--- src/rtl/srx_defs.svh ---
// Register indices, field positions and reset values of the receiver status block
`ifndef SRX_DEFS_SVH
`define SRX_DEFS_SVH

// ----------------------------------------
// Register word indices (byte address = 4 x index)
// ----------------------------------------
`define SRX_IDX_LOCK 16'hF600
`define SRX_IDX_DECODE 16'hF602
`define SRX_IDX_CODE 16'hF603
`define SRX_IDX_RESTART 16'hF604
`define SRX_IDX_LOL 16'hF605
`define SRX_IDX_AUX 16'hF608
`define SRX_IDX_IRQ_STAT 16'hF610
`define SRX_IDX_IRQ_MASK 16'hF611

// ----------------------------------------
// Field positions
// ----------------------------------------
`define SRX_DEC_TYPE 0
`define SRX_DEC_KIND 1
`define SRX_AUX_CLK 4
`define SRX_EV_LOST 0
`define SRX_EV_GAIN 1

// ----------------------------------------
// Reset values
// ----------------------------------------
`define SRX_RST_CODE 16'h0000
`define SRX_RST_AUX 4'h0
`define SRX_RST_MASK 2'h0

`endif

--- src/rtl/srx_pkg.sv ---
// Types shared by the receiver status and auxiliary output block
package srx_pkg;

   // ----------------------------------------
   // Decoder side inputs
   // ----------------------------------------
   typedef struct packed {
      logic lock;
      logic frame;
      logic [23:0] left;
      logic [23:0] right;
      logic [3:0] pvuc_l;
      logic [3:0] pvuc_r;
      logic compressed;
      logic kind;
      logic [15:0] code;
      logic block_start;
   } srx_rx_t;

   // ----------------------------------------
   // One captured sample and its side bits
   // ----------------------------------------
   typedef struct packed {
      logic [23:0] left;
      logic [23:0] right;
      logic [3:0] pvuc_l;
      logic [3:0] pvuc_r;
      logic kind;
      logic atype;
      logic blk;
   } srx_snap_t;

   typedef enum logic {
      SRX_PLAY = 1'b0,
      SRX_MUTED = 1'b1
   } srx_mute_t;

endpackage

--- src/rtl/srx_status_aux.sv ---
// Receiver status, mute/restart control and eight-slot auxiliary TDM output
//
// Behaviour
// - Decode bit reads 0 for linear PCM, 1 for compressed; resets 0.
// - Compressed streams show their 16-bit compression code; reset zero.
// - Losing lock mutes the audio output automatically.
// - Restart control at 0 keeps mute after relock; software toggles 0-1-0.
// - Restart control at 1 resumes audio on relock and clears sticky flag.
// - Sticky flag sets on lock loss after lock; clears on restart write 1.
// - Selected serial output carries eight-slot TDM of audio and side bits.
// - Slot 0: 24 left audio bits, then eight zeros.
// - Slot 1: 20 zeros, left parity, validity, user, status, eight zeros.
// - Slot 2: 22 zeros, compression kind bit, audio type bit, eight zeros.
// - Slots 3 and 6 carry 32 zeros.
// - Slot 4: 24 right audio bits, then eight zeros.
// - Slot 5: 20 zeros, right parity, validity, user, status, eight zeros.
// - Slot 7: 23 zeros, block start bit, eight zeros.
// - Lock flag reads 1 while locked to a valid stream, else 0.
// - Select field is one-hot, ports 0 to 3; port must be master.
//
// Decided for this implementation: the Wishbone register port.
`timescale 1ns/1ps
`include "srx_defs.svh"

module srx_status_aux
   import srx_pkg::*;
(
   // Clock, reset, enable
   input wire logic clk_i,
   input wire logic rst_i,
   input wire logic ce_i,
   // Wishbone slave
   input wire logic cyc_i,
   input wire logic stb_i,
   input wire logic we_i,
   input wire logic [17:0] adr_i,
   input wire logic [3:0] sel_i,
   input wire logic [31:0] dat_i,
   output logic [31:0] dat_o,
   output logic ack_o,
   // Decoder side
   input wire srx_rx_t rx_i,
   // Serial port side
   input wire logic bit_en_i,
   input wire logic fsync_i,
   input wire logic [3:0] normal_sdata_i,
   output logic [3:0] serial_data_output_o,
   output logic aux_clk_src_o,
   // Audio out and interrupt
   output logic [23:0] audio_l_o,
   output logic [23:0] audio_r_o,
   output logic audio_valid_o,
   output logic irq_o
);

   // ----------------------------------------
   // State
   // ----------------------------------------
   typedef struct packed {
      logic ack;
      logic [31:0] dat;
      logic lock_q;
      logic ever;
      srx_mute_t mute;
      logic lol;
      logic restart;
      logic [3:0] aux_sel;
      logic aux_clk;
      logic [15:0] code;
      srx_snap_t cur;
      srx_snap_t snap;
      logic run;
      logic [2:0] slot;
      logic [4:0] bitn;
      logic [3:0] sdo;
      logic [1:0] ist;
      logic [1:0] imask;
      logic irq;
      logic [23:0] aud_l;
      logic [23:0] aud_r;
      logic aud_v;
   } srx_state_t;

   srx_state_t st;
   srx_state_t next_st;

   // ----------------------------------------
   // Slot contents
   // ----------------------------------------
   function automatic logic [31:0] slot_word(
      input logic [2:0] s,
      input srx_snap_t f
   );
      unique case (s)
         3'h0: slot_word = {f.left, 8'h00};
         3'h1: slot_word = {20'h00000, f.pvuc_l, 8'h00};
         3'h2: slot_word = {22'h000000, f.kind, f.atype, 8'h00};
         3'h3: slot_word = 32'h00000000;
         3'h4: slot_word = {f.right, 8'h00};
         3'h5: slot_word = {20'h00000, f.pvuc_r, 8'h00};
         3'h6: slot_word = 32'h00000000;
         3'h7: slot_word = {23'h000000, f.blk, 8'h00};
      endcase
   endfunction

   // ----------------------------------------
   // Bus decode
   // ----------------------------------------
   logic req;
   logic wr;
   logic [15:0] idx;
   logic wr_restart;
   logic lost;
   logic relock;
   logic clr_lol;
   logic toggle_done;
   logic onehot_sel;
   logic tbit;
   logic [3:0] route;
   logic [1:0] ev;
   logic [31:0] word_first;
   logic [31:0] word_run;

   assign req = cyc_i & stb_i & ~st.ack;
   assign wr = req & we_i & sel_i[0];
   assign idx = adr_i[17:2];
   assign wr_restart = wr & (idx == `SRX_IDX_RESTART);

   // ----------------------------------------
   // Lock events
   // ----------------------------------------
   // Loss only counts once a lock was ever held
   assign lost = st.lock_q & ~rx_i.lock & st.ever;
   assign relock = ~st.lock_q & rx_i.lock;
   assign toggle_done = wr_restart & ~dat_i[0] & st.restart;
   assign clr_lol = (wr_restart & dat_i[0]) | (st.restart & relock);
   assign ev = {relock, lost};

   // ----------------------------------------
   // TDM bit source and routing
   // ----------------------------------------
   // Non one-hot selections route nowhere rather than to several ports
   assign onehot_sel = $onehot(st.aux_sel);
   // Fresh sample feeds the first bit; the frozen snapshot feeds the rest
   assign word_first = slot_word(3'h0, st.cur);
   assign word_run = slot_word(st.slot, st.snap);

   always_comb begin
      if (fsync_i) begin
         tbit = word_first[31];
      end else if (st.run) begin
         tbit = word_run[~st.bitn];
      end else begin
         tbit = 1'b0;
      end
   end

   for (genvar k = 0; k < 4; k++) begin : g_route
      always_comb begin
         if (onehot_sel && st.aux_sel[k]) begin
            route[k] = bit_en_i ? tbit : st.sdo[k];
         end else begin
            route[k] = normal_sdata_i[k];
         end
      end
   end

   // ----------------------------------------
   // Next state
   // ----------------------------------------
   always_comb begin
      next_st = st;
      next_st.ack = req;
      next_st.lock_q = rx_i.lock;
      next_st.ever = st.ever | rx_i.lock;
      next_st.aud_v = 1'b0;
      next_st.sdo = route;

      // Read data
      if (req) begin
         unique case (idx)
            `SRX_IDX_LOCK: next_st.dat = {31'h0, st.lock_q};
            `SRX_IDX_DECODE: next_st.dat = {30'h0, st.cur.kind, st.cur.atype};
            `SRX_IDX_CODE: next_st.dat = {16'h0000, st.code};
            `SRX_IDX_RESTART: next_st.dat = {31'h0, st.restart};
            `SRX_IDX_LOL: next_st.dat = {31'h0, st.lol};
            `SRX_IDX_AUX: next_st.dat = {27'h0, st.aux_clk, st.aux_sel};
            `SRX_IDX_IRQ_STAT: next_st.dat = {30'h0, st.ist};
            `SRX_IDX_IRQ_MASK: next_st.dat = {30'h0, st.imask};
            default: next_st.dat = 32'h00000000;
         endcase
      end

      // Writes
      if (wr_restart) begin
         next_st.restart = dat_i[0];
      end
      if (wr && idx == `SRX_IDX_AUX) begin
         next_st.aux_sel = dat_i[3:0];
         next_st.aux_clk = dat_i[`SRX_AUX_CLK];
      end
      if (wr && idx == `SRX_IDX_IRQ_MASK) begin
         next_st.imask = dat_i[1:0];
      end

      // Interrupt status: a new event beats a same-cycle clear
      if (wr && idx == `SRX_IDX_IRQ_STAT) begin
         next_st.ist = (st.ist & ~dat_i[1:0]) | ev;
      end else begin
         next_st.ist = st.ist | ev;
      end
      next_st.irq = |(next_st.ist & st.imask);

      // Sticky loss flag, set wins
      next_st.lol = lost | (st.lol & ~clr_lol);

      // Mute control
      if (lost) begin
         next_st.mute = SRX_MUTED;
      end else if (st.mute == SRX_MUTED && rx_i.lock) begin
         if ((st.restart && relock) || toggle_done) begin
            next_st.mute = SRX_PLAY;
         end
      end

      // Decoded sample capture
      if (rx_i.frame) begin
         next_st.cur.left = rx_i.left;
         next_st.cur.right = rx_i.right;
         next_st.cur.pvuc_l = rx_i.pvuc_l;
         next_st.cur.pvuc_r = rx_i.pvuc_r;
         next_st.cur.kind = rx_i.kind;
         next_st.cur.atype = rx_i.compressed;
         next_st.cur.blk = rx_i.block_start;
         if (rx_i.compressed) begin
            next_st.code = rx_i.code;
         end
      end

      // Audio output, silent while muted or unlocked
      if (rx_i.frame && rx_i.lock && st.mute == SRX_PLAY && !lost) begin
         next_st.aud_l = rx_i.left;
         next_st.aud_r = rx_i.right;
         next_st.aud_v = 1'b1;
      end else if (st.mute == SRX_MUTED || lost) begin
         next_st.aud_l = 24'h000000;
         next_st.aud_r = 24'h000000;
      end

      // TDM counters point at the next bit to emit
      if (bit_en_i) begin
         if (fsync_i) begin
            next_st.snap = st.cur;
            next_st.run = 1'b1;
            next_st.slot = 3'h0;
            next_st.bitn = 5'h01;
         end else if (st.run) begin
            {next_st.slot, next_st.bitn} = {st.slot, st.bitn} + 8'h01;
         end
      end
   end

   // ----------------------------------------
   // Registers
   // ----------------------------------------
   always_ff @(posedge clk_i) begin
      if (rst_i) begin
         st <= '0;
         st.code <= `SRX_RST_CODE;
         st.aux_sel <= `SRX_RST_AUX;
         st.imask <= `SRX_RST_MASK;
         st.mute <= SRX_PLAY;
      end else if (ce_i) begin
         st <= next_st;
      end
   end

   assign dat_o = st.dat;
   assign ack_o = st.ack;
   assign serial_data_output_o = st.sdo;
   assign aux_clk_src_o = st.aux_clk;
   assign audio_l_o = st.aud_l;
   assign audio_r_o = st.aud_r;
   assign audio_valid_o = st.aud_v;
   assign irq_o = st.irq;
endmodule // srx_status_aux

--- config.mk ---
export PLATFORM = sky130hd
export DESIGN_NAME = srx_status_aux
export DESIGN_NICKNAME = d
export VERILOG_FILES = /design/src/rtl/srx_pkg.sv /design/src/rtl/srx_status_aux.sv
export VERILOG_INCLUDE_DIRS = /design/src /design/src/rtl
export SDC_FILE = /design/constraint.sdc
export NUM_CORES = 1
export LEC_CHECK = 0
export ABC_CLOCK_PERIOD_IN_PS = 2500
export BUFFER_PORTS_ARGS = -buffer_cell sky130_fd_sc_hd__buf_2
export CAP_MARGIN = 20
export CORE_MARGIN = 2
export CORE_UTILIZATION = 25
export CTS_CLUSTER_SIZE = 28
export DETAILED_ROUTE_END_ITERATION = 7
export GPL_ROUTABILITY_DRIVEN = 0
export GPL_TIMING_DRIVEN = 0
export SKIP_LAST_GASP = 1
export SYNTH_ARGS = -nofsm -noshare
export SYNTH_HDL_FRONTEND = slang
export SYNTH_SLANG_ARGS = --single-unit
--- constraint.sdc ---
create_clock -name clk_i -period 2.5 [get_ports clk_i]
set_input_delay 0.5 -clock clk_i [delete_from_list [all_inputs] [get_ports clk_i]]
set_output_delay 0.5 -clock clk_i [all_outputs]
set_load 0.02 [all_outputs]
* After elaboration in Yosys (flattened, before gate mapping)
Cells that the tools add are included.
** Operators by class
- Reductions and logical operators :: 36
- Muxes and demuxes :: 20
- Order comparisons :: 1
- Bitwise logic cells :: 28
- Equality and inequality tests :: 20
- Add/sub/neg operators :: 4
** Operators by type and width (number)
- $pmux 32 s7 :: 1
- $eq 16x16->1 const B :: 8
- $pmux 16 s8 :: 1
- $mux 48 :: 2
- $reduce_and 2->1 :: 10
- $mux 8 :: 2
- $and 1x1->1 :: 13
- $eq 3x3->1 const B :: 4
- $logic_and 1x1->1 :: 12
- $mux 1 :: 12
- $reduce_and 3->1 :: 4
- $add 8x1->8 const B :: 1
- $ne 2x2->1 const B :: 4
- $reduce_bool 2->1 :: 4
- $eq 3x1->1 const B :: 2
- $eq 3x2->1 const B :: 2
- $lt 5x6->1 const B :: 1
- $not 1->1 :: 6
- $bmux 1 s5 :: 1
- $not 5->5 :: 1
- $add 1x1->2 :: 2
- $and 2x2->2 :: 2
- $or 2x2->2 :: 2
- $reduce_or 2->1 :: 2
- 7 further kinds :: 10
** Storage, ports and cells
- Register bits after elaboration :: 244
- Word-level logic and storage cells :: 146
- Input bits :: 143
- Output and inout bits :: 88

* Longest topological paths before layout
Gate-level depths: netlist of the first run.
- Depth after elaboration :: 11
- Gate-level depth with buffers :: 10
- Depth with buffers taken out :: 10

* Least setup slack after synthesis of the first run
Ideal clock, no wire load.
- Path type :: reg-to-reg
- Start :: reg st[202] (netlist bit)
- End :: reg st, in the netlist serial_data_output_o[1]
- Data arrival time :: 2233 ps
- Cell stages (with the launch flop) :: 10
- Library setup time :: 119 ps
- Buffers on the path :: 0
- Path slack :: 148 ps
- Cells stage by stage :: dfxtp_1 inv_1 fa_1 inv_1 ha_1 ha_1 nor3b_1 nand2_1 a21o_1 o221a_2
** On the way
- Cells in the longest elaborated chain, start to end :: 6
- Elaborated cells on any way between the ends :: 7
- Classes of those cells :: 2 x add/sub; 2 x eq/ne; 1 x mux; 2 x reduce/logical
** Ends and longest elaborated chain
- start: declaration :: RTL line srx_status_aux.sv:84 : srx_state_t st;
- start signal: assignment :: RTL line srx_status_aux.sv:274 : st <= next_st;
- $add 1x1->2 (not written as such) * :: RTL line srx_status_aux.sv:143 : assign onehot_sel = $onehot(st.aux_sel);
- $add 2x2->3 (not written as such) * :: RTL line srx_status_aux.sv:143
- $eq 3x1->1 * :: RTL line srx_status_aux.sv:143
- $logic_and 1x1->1 * :: RTL line srx_status_aux.sv:160 : if (onehot_sel && st.aux_sel[k]) begin
- $ne 2x2->1 (no line)
- $reduce_and 2->1 (no line)
Every way passes the cells marked *; elsewhere a longest branch is shown, timed or not.
A chain may end at the register's enable or synchronous reset.

* Worst setup path in the final report of the first run
- Start :: reg st[202] (netlist bit)
- End :: reg st, in the netlist serial_data_output_o[0]
** On the way
- Cells in the longest elaborated chain, start to end :: 6
- Elaborated cells on any way between the ends :: 7
- Classes of those cells :: 2 x add/sub; 2 x eq/ne; 1 x mux; 2 x reduce/logical
** Ends and longest elaborated chain (RTL line)
- $add 1x1->2 (not written as such) :: srx_status_aux.sv:143
- $add 2x2->3 (not written as such) :: srx_status_aux.sv:143
- $eq 3x1->1 :: srx_status_aux.sv:143
- $logic_and 1x1->1 * :: srx_status_aux.sv:160
- $ne 2x2->1 (no line)
- $reduce_and 2->1 (no line)
Marks and branches as above.

==> results of run 1 <==
## Yosys cell counts (all sizes together) (8+ instances only)
cell type / n / area share [%]
nand2: 307 / 12
dfxtp: 228 / 47
a21oi: 168 / 8.7
buf: 102 / 7.5
nor2: 80 / 3.1
clkbuf: 67 / 2.8
a22oi: 52 / 4.0
nand3: 27 / 1.4
inv: 17 / 0.66
mux2i: 14 / 1.4
nor3: 11 / 0.62
o21ai: 10 / 0.55
a21o: 9 / 0.69
mux2: 8 / 0.93
## final cells by class
class,count,area [um^2]
Buffer,169,1010
Antenna cell,3,7.51
Fill cell,4177,26200
Inverter,18,67.6
Clock inverter,16,211
Timing Repair Buffer,180,903
Multi-Input combinational cell,796,4190
Sequential cell,228,4570
Clock buffer,34,732
Tap cell,518,648
## timing repair
item                                    4_1_cts  5_1_grt
resized for setup                             6       12
setup buffers                                 0        1
endpoints found under the setup margin       25        4
pin swaps                                     0        5
## kinds of logic after synthesis
family                   share of synthesized area, %
AO/OA/AOI/OAI                                    16.9
XOR/XNOR                                        0.630
adder cells (fa/ha/maj)                         0.592
buffers and inverters                            11.0
flip-flops                                       46.9
multiplexers                                     3.76
other                                          0.0386
AND/OR/NAND/NOR                                  20.1
## critical path, cell delays in order (launching register included)
cell	delay, ns
dfxtp_4	0.38
inv_1	0.06
fa_1	0.53
inv_1	0.04
ha_1	0.20
ha_4	0.23
nor3b_4	0.29
nand2_2	0.11
nor2_1	0.12
nor2_1	0.05
o221a_2	0.27
## registers in the layout, summed over array words and instances, names as in the netlist
register,count
ack_o,1
audio_l_o,24
dat_o,16
serial_data_output_o,4
irq_o,1
aux_clk_src_o,1
st,156
audio_valid_o,1
audio_r_o,24
## power breakdown
group	switching (mW)	total (mW)	internal [mW]
combinational	0.435	0.701	0.266
clock	1.67	4.18	2.51
sequential	0.0610	3.79	3.73
total	2.17	8.68	6.51
## layer usage
metal  track usage [%]  routed length, um  vias to the layer above
met2              23.5              13800                      259
met5                 0                  0                        -
met3              2.22               1480                       58
li1                  -                  -                     4403
met4              6.25               1150                        0
met1              19.0              13800                     4104
## cells in the final DEF, fill, tap and decap left out, types with 7 or more instances in the layout
master     synthesis  routed
clkbuf_1          65      67
buf_1              9       9
a21o_1             9       9
mux2i_1           14      14
buf_2              4     183
conb_1             1      16
buf_4             86      87
inv_1             17      17
o21ai_0            9       8
nor2_1            80      79
mux2_2             8       8
dfxtp_1          228     224
a21oi_1          167     167
nand3_1           27      27
nor3_1            10      10
a22oi_1           52      52
nand2_1          307     303
and3_1             7       7
clkbuf_16          0      27
## per-stage QoR
| step | instances | hold slack [ns] | TNS, ns |
|---|---|---|---|
| 5_1_grt | 1962 | 0.164 | 0 |
| 3_3_place_gp | 1908 | 0.441 | -25.72 |
| 3_5_place_dp | 1908 | 0.443 | -28.47 |
| 2_1_floorplan | 1211 | 0.430 | 0 |
| 4_1_cts | 1958 | 0.146 | 0 |
| 6_report | 1962 | 0.176 | 0 |
## worst max-delay path by stage
stage                     startpoint                       to  cells past startpoint
after global placement          ce_i            audio_l_o[19]                      8
after global routing         st[202]  serial_data_output_o[0]                     10
after CTS                    st[202]  serial_data_output_o[0]                     10
after floorplan              st[202]  serial_data_output_o[1]                      9
final                        st[202]  serial_data_output_o[0]                     10
after detailed placement        ce_i            audio_l_o[19]                      8
==> flow_metrics.tcl, run 1 <==
set metrics [dict create \
    grt_pass1_vias 8499 \
    grt_pass1_wl_mm 46.3 \
    antenna_found_initial 3 \
    drive_above_1_share_pct 25.6 \
    syn_area_per_cell_um2 8.13 \
    placed_area_um2 11300 \
    cts.sinks 228 \
    firstDrtPassIters 5 \
    fin_nets 1567 \
    syn_area_um2 9720 \
    hold_violations 0 \
    row_count 72 \
    crit_path_start_kind "flip-flop" \
    async_flop_share_pct 0 \
    power.leakage_nw 4.90 \
    max_freq_mhz 420 \
    min-delay-start "rx_i[14]" \
    synthFlopType "dfxtp_1" \
    arrival_ns 2.82 \
    finalSetupViolCount 0 \
    cts_buffers 27 \
    slew_headroom_pct 44.4 \
    vias_per_cell 4.50 \
    hold_class "input pin to flip-flop" \
    clkSlewWorstSetupHoldPaths_ns 0.07 \
    fin_ws_ns 0.119 \
    worstReg2RegEnd "serial_data_output_o[0]" \
    port_buffers 179 \
    cp.required_ns 2.94 \
    seq_area_frac_synth_pct 46.9 \
    path_max_fanout 4 \
    dieHeight_um 201 \
    reg2reg_from "st[202]" \
    postSynthCellCount 1196 \
    ys_types 61 \
    fp.dieW_um 201 \
    core-area_um2 38600 \
    finalClockSkew_ns 0.0144 \
    synth-edff-count 0 \
    grt.total_usage_pct 14.4 \
    ir_worst_vdd_uv 487 \
    status "finished clean" \
    ys_seq_elements 228 \
    reg2reg_depth 10 \
    fin_util_pct 32.0 \
    total_power_mw 8.68 \
    finalMaxSlewViolations 0 \
    yosysWarnings 0 \
    powerDensity_nw_per_um2 703 \
    clk_latency_ns 0.56 \
    start_util_pct 25.2 \
    cts_hold_buf 0 \
    min_to "st[198]" \
    ios 231 \
    syn_to_final_growth_pct 26.9 \
    drc 0 \
    die-area_um2 40500 \
    h-tree-depth 1 \
    cap_violations 0 \
    wl_per_cell_um 15.4 \
    worstSetupEndpointType "flip-flop" \
    routed_wl_mm 30.2 \
    grt-ovfl-total 0 \
    rsz0062_at_grt "no" \
    hpwl_mm 22.9 \
    vias 8824 \
    drtAntennaViolNets 0 \
    worst_pin_slew_ns 0.833 \
    hold_depth 3 \
    grt_max_degree 15 \
    critical_path_class "flip-flop to flip-flop" \
    drtIter0Drc 575 \
    fin_area_um2 12300 \
    cts-root-buf "clkbuf_16" \
    fin_crit_sh_pct 95.2 \
    min_period_ns 2.38 \
    place_worst_setup_slack_ns -0.924 \
    cts_buffer_depth 3 \
    cts_tree "built" \
    r2r_setup_slack_ns 0.12 \
]
Note: power is estimated with default switching activity, not from simulation.
==> inputs of run 2 (changes only) <==
--- a/config.mk
+++ b/config.mk
@@ -9,12 +9,14 @@
 export ABC_CLOCK_PERIOD_IN_PS = 2500
 export BUFFER_PORTS_ARGS = -buffer_cell sky130_fd_sc_hd__buf_2
 export CAP_MARGIN = 20
+export CORE_ASPECT_RATIO = 0.5
 export CORE_MARGIN = 2
 export CORE_UTILIZATION = 25
 export CTS_CLUSTER_SIZE = 28
 export DETAILED_ROUTE_END_ITERATION = 7
 export GPL_ROUTABILITY_DRIVEN = 0
 export GPL_TIMING_DRIVEN = 0
+export REMOVE_ABC_BUFFERS = 1
 export SKIP_LAST_GASP = 1
 export SYNTH_ARGS = -nofsm -noshare
 export SYNTH_HDL_FRONTEND = slang
==> run 2 against run 1 <==
Against the previous run:
- sequential cell count unchanged
- sequential power about the same
- register-to-register slack improved by 0.02 ns
- wire length down 17%
- clock power shrank 8.1%
- sequential share of layout area is 2.5 points higher
- count of clock-buffer cells in the layout increased by 6
- fmax rose by 0.82%
- via count fell by 10%
- design area is 6.1% lower
- combinational power is 13% lower
- final cell count decreased by 7.7%
- critical path type unchanged
- largest power group unchanged
- highest routed layer unchanged
==> flow_metrics.tcl, run 2 (same netlist as run 1, synthesis figures left out) <==
set metrics [dict create \
    cap_violations 0 \
    port_buffers 182 \
    multiInputGateArea_um2 4250 \
    cp.required_ns 2.92 \
    largest-register "st" \
    cts_tree "built" \
    cp_num_buf_inv 2 \
    arrival_ns 2.78 \
    r2r_setup_slack_ns 0.14 \
    grt_pass1_wl_mm 39.2 \
    path_max_fanout 15 \
    syn_to_final_growth_pct 19.1 \
    finalSetupViolCount 0 \
    max_freq_mhz 423 \
    powerDensity_nw_per_um2 711 \
    worstReg2RegEnd "serial_data_output_o[0]" \
    fin_area_um2 11600 \
    critPathSlowestCell "mux4_2" \
    dieHeight_um 143 \
    antenna_found_initial 1 \
    clkSlewWorstSetupHoldPaths_ns 0.06 \
    hold_depth 3 \
    fill_cells 4145 \
    hold_class "input pin to flip-flop" \
    h-tree-depth 1 \
    regArea_um2 4580 \
    ios 231 \
    fin_nets 1410 \
    finalMaxSlewViolations 0 \
    min-delay-start "rx_i[26]" \
    p_sw_mw 1.94 \
    drtIter0Drc 340 \
    crit_chain "buf_16 -> mux4_2 -> a21oi_1 -> a311oi_1 -> a211oi_1 -> a211oi_2 -> buf_4 -> o221a_2" \
    ir_worst_vdd_uv 394 \
    slew_headroom_pct 47.7 \
    die-area_um2 40600 \
    routed_wl_mm 25.0 \
    min_to "st[136]" \
    status "finished clean" \
    reg2reg_depth 8 \
    drc 0 \
    cts.sinks 228 \
    slowest_delay_ns 0.52 \
    finalClockSkew_ns 0.00741 \
    fp.dieW_um 283 \
    clk_latency_ns 0.53 \
    grt_pass1_vias 7286 \
    hpwl_mm 17.0 \
    grt_max_degree 148 \
    cts_buffers 25 \
    crit_path_start_kind "flip-flop" \
    fin_crit_sh_pct 94.5 \
    hold_violations 0 \
    cts_buffer_depth 3 \
    core-area_um2 38600 \
    critPathTopFamily "compound AO/OA/AOI/OAI gates" \
    rsz0062_at_grt "no" \
    vias 7914 \
    power.leakage_nw 4.39 \
    reg2reg_from "st[58]" \
    layout_common_cells "nand2_1, dfxtp_1, buf_2, a21oi_1, nor2_1" \
    grt-ovfl-total 0 \
    vias_per_cell 4.37 \
    row_count 51 \
    placed_area_um2 10600 \
    drive_above_1_share_pct 22.5 \
    cts-root-buf "clkbuf_16" \
    firstDrtPassIters 4 \
    drtAntennaViolNets 0 \
    fin_util_pct 30.0 \
    worstSetupEndpointType "flip-flop" \
    comb_power_share_pct 7.4 \
    final_common_cell "nand2_1" \
    p_clk_share_pct 46.7 \
    wl_per_cell_um 13.8 \
    power.internal_mw 6.30 \
    p_seq_share_pct 46.0 \
    start_util_pct 25.2 \
    largest_reg_flops 156 \
    min_period_ns 2.36 \
    critical_path_class "flip-flop to flip-flop" \
    sw_frac_of_total_pct 23.5 \
    grt.total_usage_pct 11.7 \
    worst_pin_slew_ns 0.781 \
    cts_hold_buf 0 \
]
[run 2: changes by cell type in the layout (fill, tap and decap cells not counted), sizes merged]
cell / delta
clkinv: -6
bufinv: -2
inv: -2
diode: -2
clkbuf: -61
buf: -88
clkinvlp: -2
[run 2: area by class of cell]
type	count	area share (%)
multi-input combinational	796	36.7
timing repair buffer	194	9.95
tap	530	5.73
clock inverter	4	0.735
inverter	18	0.594
sequential	228	39.5
clock buffer	40	6.75
antenna	1	0.0216
[run 2: layer usage]
metal | vias up | track usage, % | routed length (um)
li1 | 4063 | - | -
met1 | 3744 | 14.3 | 11000
met2 | 74 | 21.7 | 12800
met3 | 33 | 1.87 | 676
met4 | 0 | 3.00 | 499
met5 | - | 0 | 0
[run 2: power groups by stage]
stage / clock [mW] / combinational (mW) / sequential [mW]
after global placement: 0 / 0.573 / 3.87
after CTS: 3.96 / 0.616 / 3.79
after floorplan: 0 / 0.244 / 3.90
after detailed placement: 0 / 0.609 / 3.87
after global routing: 4.10 / 0.676 / 3.80
final: 3.84 / 0.608 / 3.79
[run 2: timing repair]
action | 4_1_cts | 5_1_grt
resized for setup | 9 | 16
buffers inserted | 1 | 0
gates cloned | 0 | 0
endpoints found under the setup margin | 53 | 17
pin swaps | 1 | 3
[run 2: worst max path at each step]
stage | startpoint | endpoint | slack, ns | cells past startpoint
global placement | ce_i | audio_r_o[20] | -6.11 | 5
finish | st[58] | serial_data_output_o[0] | 0.14 | 8
detailed placement | ce_i | st[50] | -0.91 | 7
global route | st[65] | serial_data_output_o[0] | 0.0008 | 8
CTS | ce_i | st[50] | 0.01 | 7
floorplan | ce_i | audio_l_o[0] | -2.25 | 4
[run 2: per-stage QoR]
stage                     instances  worst slack (ns)  power, mW  hold WS, ns  TNS (ns)
final                          1811             0.139       8.24        0.205         0
after global routing           1811          0.000767       8.58        0.189         0
after CTS                      1810           0.00973       8.37        0.180         0
after detailed placement       1765            -0.914       4.48        0.443    -47.63
after global placement         1754             -6.11       4.45        0.437   -560.89
after floorplan                1042             -2.25       4.15        0.426   -110.89
[run 2: worst register-to-register path: cells and delay by family, from the launching register on]
family	cells	cell delay, ns
AOI/OAI and AO/OA	5	0.90
muxes	1	0.53
DFF	1	0.47
buffers and inverters	2	0.37
